<file path="src/rtl/port_alarm_pkg.sv">
package port_alarm_pkg;

    ////////////////////////////////////////////////////////////////////////////
    // geometry
    localparam int unsigned GROUP_WIDTH   = 8;   // outputs per driver element
    localparam int unsigned GROUP_COUNT   = 8;   // driver elements on the port
    localparam int unsigned PORT_WIDTH    = GROUP_WIDTH * GROUP_COUNT;

    ////////////////////////////////////////////////////////////////////////////
    // alarm code layout
    localparam logic [7:0]  CODE0_FIXED   = 8'h03;  // bits 0 and 1 set
    localparam logic [7:0]  CODE1_FIXED   = 8'h40;  // bit 6 set
    localparam int unsigned CODE1_GRP_LSB = 0;      // group field low bit
    localparam int unsigned CODE1_GRP_W   = 5;      // group field width

    ////////////////////////////////////////////////////////////////////////////
    // reset values
    localparam logic [7:0]  LATCH_RST     = 8'h00;
    localparam logic [63:0] PORT_RST      = 64'h0000_0000_0000_0000;

    ////////////////////////////////////////////////////////////////////////////
    // timing: least off time after an overcurrent cutoff before retry
    localparam int unsigned CLK_MHZ       = 200;
    localparam int unsigned RETRY_NS      = 1000;
    localparam int unsigned RETRY_CYC     = (RETRY_NS * CLK_MHZ + 999) / 1000;

    // report state machine
    typedef enum logic [1:0] {
        RPT_IDLE  = 2'b00,
        RPT_SEND  = 2'b01,
        RPT_HOLD  = 2'b10
    } rpt_state_t;

    // alarm code carried to the host link
    typedef struct packed {
        logic [7:0] code1;
        logic [7:0] code0;
    } alarm_code_t;

endpackage : port_alarm_pkg

</file>
<file path="src/rtl/output_group.sv">
`timescale 1ns/1ps
`default_nettype none

// one driver element: eight outputs sharing an overheat sense, each with its own hold
module output_group #(
    parameter int unsigned WIDTH     = port_alarm_pkg::GROUP_WIDTH,
    parameter int unsigned RETRY_CYC = port_alarm_pkg::RETRY_CYC
) (
    // clock and reset
    input  wire logic             clk_i,
    input  wire logic             nrst_i,
    input  wire logic             ce_i,
    // command and sense, already synchronised
    input  wire logic [WIDTH-1:0] cmd_i,
    input  wire logic [WIDTH-1:0] ovc_i,
    input  wire logic             hot_i,
    input  wire logic             cool_i,
    // drive and status
    output logic      [WIDTH-1:0] drive_o,
    output logic                  latched_o
);

    ////////////////////////////////////////////////////////////////////////////
    localparam int unsigned CW = $clog2(RETRY_CYC + 1);

    logic [WIDTH-1:0] cut_r;          // per-output overcurrent cutoff
    logic [WIDTH-1:0] held_r;         // per-output overheat hold
    logic [CW-1:0]    cnt_r [WIDTH];  // retry timers

    // per-output cutoff and retry: a standing short keeps cycling
    always_ff @(posedge clk_i or negedge nrst_i) begin
        if (!nrst_i) begin
            cut_r <= '0;
            for (int i = 0; i < WIDTH; i++) cnt_r[i] <= '0;
        end else if (ce_i) begin
            for (int i = 0; i < WIDTH; i++) begin
                if (drive_o[i] && ovc_i[i]) begin
                    cut_r[i] <= 1'b1;
                    cnt_r[i] <= CW'(RETRY_CYC);
                end else if (cut_r[i]) begin
                    if (cnt_r[i] > CW'(1)) cnt_r[i] <= cnt_r[i] - CW'(1);
                    else cut_r[i] <= 1'b0;
                end
            end
        end
    end

    // overheat holds all eight; each releases on cool plus off command
    always_ff @(posedge clk_i or negedge nrst_i) begin
        if (!nrst_i) begin
            held_r <= '0;
        end else if (ce_i) begin
            for (int i = 0; i < WIDTH; i++) begin
                if (hot_i) held_r[i] <= 1'b1;
                else if (cool_i && !cmd_i[i]) held_r[i] <= 1'b0;
            end
        end
    end

    // drive follows command unless cut, held or hot
    always_ff @(posedge clk_i or negedge nrst_i) begin
        if (!nrst_i) drive_o <= '0;
        else if (ce_i) drive_o <= cmd_i & ~cut_r & ~held_r & {WIDTH{~hot_i}};
    end

    assign latched_o = |held_r;

endmodule : output_group

`default_nettype wire

</file>
<file path="src/rtl/protected_output_port_alarm.sv">
`timescale 1ns/1ps
`default_nettype none

module protected_output_port_alarm #(
    parameter int unsigned GROUPS    = port_alarm_pkg::GROUP_COUNT,
    parameter int unsigned WIDTH     = port_alarm_pkg::GROUP_WIDTH,
    parameter int unsigned RETRY_CYC = port_alarm_pkg::RETRY_CYC
) (
    // clock, reset, enable
    input  wire logic                      clk_i,
    input  wire logic                      nrst_i,
    input  wire logic                      ce_i,
    // commanded output values from the host link
    input  wire logic [GROUPS*WIDTH-1:0]   cmd_i,
    // load-side sense pins, asynchronous
    input  wire logic [GROUPS*WIDTH-1:0]   ovc_i,
    input  wire logic [GROUPS-1:0]         hot_i,
    input  wire logic [GROUPS-1:0]         cool_i,
    input  wire logic                      alarm_report_jumper_i,
    // host report handshake
    input  wire logic                      report_ack_i,
    output logic                           report_valid_o,
    output port_alarm_pkg::alarm_code_t    report_code_o,
    output logic                           link_suspend_o,
    // load drive and lamps
    output logic [GROUPS*WIDTH-1:0]        drive_o,
    output logic [GROUPS-1:0]              fault_lamp_o,
    output logic                           alarm_lamp_o
);

    ////////////////////////////////////////////////////////////////////////////
    // pin synchronisers, two flops each
    logic [GROUPS*WIDTH-1:0] ovc_s1_r, ovc_s2_r;
    logic [GROUPS-1:0]       hot_s1_r, hot_s2_r, cool_s1_r, cool_s2_r;
    logic                    jmp_s1_r, jmp_s2_r;

    // sense pins cross from the load side
    always_ff @(posedge clk_i or negedge nrst_i) begin
        if (!nrst_i) begin
            ovc_s1_r  <= '0;
            ovc_s2_r  <= '0;
            hot_s1_r  <= '0;
            hot_s2_r  <= '0;
            cool_s1_r <= '0;
            cool_s2_r <= '0;
            jmp_s1_r  <= 1'b0;
            jmp_s2_r  <= 1'b0;
        end else if (ce_i) begin
            ovc_s1_r  <= ovc_i;
            ovc_s2_r  <= ovc_s1_r;
            hot_s1_r  <= hot_i;
            hot_s2_r  <= hot_s1_r;
            cool_s1_r <= cool_i;
            cool_s2_r <= cool_s1_r;
            jmp_s1_r  <= alarm_report_jumper_i;
            jmp_s2_r  <= jmp_s1_r;
        end
    end

    ////////////////////////////////////////////////////////////////////////////
    // one element per group
    logic [GROUPS-1:0] latched;

    for (genvar g = 0; g < GROUPS; g++) begin : g_grp
        output_group #(
            .WIDTH     (WIDTH),
            .RETRY_CYC (RETRY_CYC)
        ) u_grp (
            .clk_i     (clk_i),
            .nrst_i    (nrst_i),
            .ce_i      (ce_i),
            .cmd_i     (cmd_i[g*WIDTH +: WIDTH]),
            .ovc_i     (ovc_s2_r[g*WIDTH +: WIDTH]),
            .hot_i     (hot_s2_r[g]),
            .cool_i    (cool_s2_r[g]),
            .drive_o   (drive_o[g*WIDTH +: WIDTH]),
            .latched_o (latched[g])
        );
    end

    ////////////////////////////////////////////////////////////////////////////
    // fault lamps, from flops so they never glitch
    always_ff @(posedge clk_i or negedge nrst_i) begin
        if (!nrst_i) fault_lamp_o <= '0;
        else if (ce_i) fault_lamp_o <= latched;
    end

    ////////////////////////////////////////////////////////////////////////////
    // lowest latched group, encoded as group plus one
    function automatic logic [4:0] first_group(input logic [GROUPS-1:0] v);
        first_group = 5'h00;
        for (int i = GROUPS - 1; i >= 0; i--) begin
            if (v[i]) first_group = 5'(i + 1);
        end
    endfunction : first_group

    port_alarm_pkg::rpt_state_t state_r;
    logic                       enabled;

    // shorted jumper (high) means report; the printed body text disagrees
    assign enabled = jmp_s2_r;

    // report sequence: send code, wait for ack, hold alarm until clear
    always_ff @(posedge clk_i or negedge nrst_i) begin
        if (!nrst_i) begin
            state_r       <= port_alarm_pkg::RPT_IDLE;
            report_code_o <= '0;
        end else if (ce_i) begin
            unique case (state_r)
                port_alarm_pkg::RPT_IDLE: begin
                    if (enabled && |latched) begin
                        state_r             <= port_alarm_pkg::RPT_SEND;
                        report_code_o.code0 <= port_alarm_pkg::CODE0_FIXED;
                        report_code_o.code1 <= port_alarm_pkg::CODE1_FIXED
                                             | {3'b000, first_group(latched)};
                    end
                end
                port_alarm_pkg::RPT_SEND: begin
                    if (report_ack_i) state_r <= port_alarm_pkg::RPT_HOLD;
                end
                port_alarm_pkg::RPT_HOLD: begin
                    // alarm state lasts until every latch is released
                    if (!(|latched)) state_r <= port_alarm_pkg::RPT_IDLE;
                end
                default: state_r <= port_alarm_pkg::RPT_IDLE;
            endcase
        end
    end

    // handshake and lamp decode
    assign report_valid_o = (state_r == port_alarm_pkg::RPT_SEND);
    assign link_suspend_o = (state_r != port_alarm_pkg::RPT_IDLE);
    assign alarm_lamp_o   = link_suspend_o;

endmodule : protected_output_port_alarm

`default_nettype wire

</file>
<file path="config.mk">
export PLATFORM = sky130hd
export DESIGN_NAME = protected_output_port_alarm
export DESIGN_NICKNAME = d
export VERILOG_FILES = /design/src/rtl/port_alarm_pkg.sv /design/src/rtl/output_group.sv /design/src/rtl/protected_output_port_alarm.sv
export SDC_FILE = /design/constraint.sdc
export NUM_CORES = 2
export LEC_CHECK = 0
export ABC_AREA = 1
export BUFFER_PORTS_ARGS = -buffer_cell sky130_fd_sc_hd__buf_2
export CAP_MARGIN = 20
export CORE_AREA = 3 3 203 354
export DETAILED_ROUTE_END_ITERATION = 6
export DIE_AREA = 0 0 206 357
export MAX_ROUTING_LAYER = met4
export PLACE_DENSITY = 0.83
export SLEW_MARGIN = 20
export SYNTH_ARGS = -nofsm -noshare
export SYNTH_HDL_FRONTEND = slang
export SYNTH_SLANG_ARGS = --single-unit
</file>
<file path="constraint.sdc">
create_clock -name clk_i -period 3 [get_ports clk_i]
set_input_delay 0.3 -clock clk_i [delete_from_list [all_inputs] [get_ports clk_i]]
set_output_delay 0.3 -clock clk_i [all_outputs]
set_load 0.01 [all_outputs]
</file>
==> summary.md <==
| Metric | Value |
|---|---|
| Final setup TNS | 0 ns |
| Setup violations, final | 0 |
| Clock-pin slew on the worst setup and hold paths | ~0.070 ns |
| HPWL Detailed | about 74,000 µm |
| RSZ-0062 raised after global routing | false |
| Largest net degree at the start of global routing | 129 |
| Post-CTS sizing | 0 |
| Clock latency on the worst-skew pair | approximately 0.64 ns |
| Ports | 240 |
| Syn Area/Cell | 8.204 µm² |
| Worst clock skew | 0.02233 ns |
| CTS tree | done |
| Drt drc | 0 |
| Post-synthesis cell area | between 0.04 and 0.05 mm² |
| Post-route antenna net violation count | 0 |
| Starting Density | 0.6442 |
| Critical Path Fanout Max | 9 |
| Hold Fails Final Rpt | 0 |
| GR peak layer | met2 |
| CTS buffer count | 79 |
| #FFs+latches synth | slightly below 900 |
| YS warnings | 0 |
| Max capacitance violation total | 0 |
| Crit path capture type | register |
| IO buf count | 230 |
| Post-synth top area cell | dfrtp_1 |
| Met2 GRT Util | 0.5262 |
| Drt total wl | between 100,000 and 150,000 µm |
| Worst path max stage delay | about 0.50 ns |
| GRT Overall Usage | 0.3071 |
| Mean number of vias per cell | between 5 and 6 |
| Status | complete, no violations |
| Period utilization | 0.6823 |
| Worst Tran Pin Value | between 0.8 and 0.9 ns |
| WP data arrival | 2.56 ns |
| FP Rows | around 130 |
| Root Driver | clkbuf_16 |
| Post-Syn Instances | around 5,500 |
| FF-to-FF setup slack | approximately 0.95 ns |
| Fraction of layout cells with a size suffix above 1 | 0.08505 |
| Number of synthesized flops with an enable pin | 0 |
| WP buf/inv | 1 |
| Fmax | 488.5 MHz |
| Layout area overhead | 14.04% |
| FFs w/ async S/R, synth | 1.000 |
| Clock Sinks | between 800 and 900 |
| Slowest-stage cell, CP | nor2_1 |
| Max_slew headroom | 0.4182 |
| Global Route met3 Usage | 0.05982 |
| DR vias | around 39,000 |
| GPL Wtd Cong | around 0.9 |
| Wire per inst | roughly 16 µm |
| Die ar. | ~0.074 mm² |
| GR Layer Usage met1 | 0.3638 |
| Core area | around 0.070 mm² |
| Post-Route Hold Slack | around 0.052 ns |
| Power Total | between 40,000 and 50,000 µW |
| CP Cell Sequence | nor2_1, nand3_1, nor2_1, nand2_1, nor2_1, nand2_1, nand3_1, inv_1, nand2_1, nand2_1 |
| Final-stage net count | 6,092 |
| Synth cell types | 32 |
| Hold/Removal Path Class | primary input to register |
| Yosys top cell area share | 0.4924 |
| Vias in the first global route | a little under 40,000 |
| Pwr Density | approximately 940 mW/mm² |
| Delay-heaviest family, CP | simple AND/OR/NAND/NOR gates |
| Leakage power | 0.02484 µW |
| Pre-Repair DR Iteration Count | 6 |
| Initial antenna violation count | 12 |
| Most used DFF post-synth | dfrtp_1 |
| Max Slew Vio Count | 0 |
| Clock tree buffer depth | 3 |
| CP required | 3.52 ns |
| Fin crit period | just over 2 ns |
| Top cells by area, synth | dfrtp_1, nand2_1, o21ai_0 |
| Critical path class | register to register |
| Worst Setup Start Kind | register |
| Die Y | about 360 µm |
| Seq/Total Area, Yosys | 0.4924 |
| Postcts setup bufs | 0 |
| Global route overflow | 0 |
| H-tree Lvls | 3 |
| Initial drt markers | 3,219 |
| Global-route wire length before repair | between 150,000 and 200,000 µm |
| Die Wd | about 200 µm |
| Most used cell, CP | nand2_1 |
| Peak VDD IR | between 0.0007 and 0.0008 V |
[kinds of logic after synthesis]
group,share of synthesized area
and+or+nand+nor,0.2276
other,0.00008375
xor gates and xnor gates,0.04734
buffers and inverters,0.07550
adders and majority gates,0.03577
DFF,0.4924
AOI/OAI and AO/OA,0.1213
[synth_stat cells, types with 14 or more instances]
cell type     n
dfrtp_1     881
buf_4        27
clkbuf_1     24
xnor2_1      17
xor2_1      225
nor2_1      473
nand3_1     349
nand4_1     176
nand2_1    1243
inv_1       663
or2_2        51
o21ai_0     833
nor3_1       30
a21oi_1      35
o31ai_1      62
o211ai_1     37
ha_1        128
buf_2        89
nand3b_1     15
nand2_2      14
[final cells by class]
| type | count | area, µm² |
|---|---|---|
| flip-flops and latches | 881 | 22050 |
| multi-input cells | 3761 | 19380 |
| fillers | 5048 | 18450 |
| repair buffers | 418 | 3173 |
| inverters | 674 | 2537 |
| clock buffers | 111 | 2323 |
| well taps | 910 | 1139 |
| clock inverters | 34 | 430.4 |
| diodes | 13 | 32.53 |
[power breakdown]
group / total (µW) / switching (µW) / leakage, µW / internal (µW)
registers: 19500 / 3390 / 0.0110 / 16100
clock network: 10900 / 4650 / 0.00135 / 6220
logic: 17600 / 11100 / 0.0125 / 6580
total: 48000 / 19100 / 0.0248 / 28900
[sequential cells by signal, indices dropped and copies added, names as in the netlist, 64 cells and up]
name and flops:
ovc_s1_r 64, g_grp.u_grp.held_r 64, g_grp.u_grp.cut_r 64, ovc_s2_r 64, g_grp.u_grp.cnt_r 512, g_grp.u_grp.drive_o 64
[tightest hold or removal path, cell delays in order]
cell	delay, ns
buf_8	0.17
nand2_1	0.10
nand2_1	0.05
[per-layer routing]
layer,up-vias,share of wire
li1,18450,-
met1,18570,0.39
met2,1212,0.51
met3,271,0.064
met4,0,0.031
met5,-,0
[path summary, 6_finish.rpt]
kind / from / endpoint / cells after the start
worst min-delay path: ce_i / hot_s1_r[3] / 3
min in group asynchronous: nrst_i / g_grp[5].u_grp.cnt_r[23] / 2
worst max-delay path: g_grp[3].u_grp.held_r[6] / report_code_o[8] / 10
worst max register to register: g_grp[3].u_grp.held_r[6] / report_code_o[8] / 10
max in group asynchronous: nrst_i / ovc_s1_r[7] / 4
worst min register to register: ovc_s1_r[28] / ovc_s1_r[28] / 2
[cell usage in the layout, fill, tap and decap left out, drive strengths merged, types with 35 or more instances in the layout]
cell type | netlist | layout
o211ai | 37 | 37
nand2 | 1257 | 1257
or2 | 51 | 51
clkbuf | 24 | 111
nand3 | 349 | 349
nand4 | 176 | 176
o31ai | 62 | 62
ha | 128 | 128
dlygate4sd3 | 0 | 146
inv | 674 | 676
buf | 126 | 272
nor2 | 481 | 481
o21ai | 850 | 850
a21oi | 35 | 35
dfrtp | 881 | 881
xor2 | 225 | 225
[through the flow]
step / util / instances / cell area [µm²] / setup WS (ns)
after floorplan: - / 5466 / 44810 / 1.415
after global placement: 0.6735 / 6498 / 46810 / 0.7917
after detailed placement: 0.6735 / 6498 / 46810 / 0.6918
after CTS: 0.7341 / 6789 / 51030 / 0.9536
after global routing: 0.7346 / 6801 / 51060 / 0.7819
final: 0.7346 / 6802 / 51060 / 0.9530
[timing repair]
item                                   4_1_cts  5_1_grt
hold buffers                               146        0
endpoints found under the hold margin      258        0
setup endpoints to repair                    0        0
Note: power is estimated with default switching activity, not from simulation.
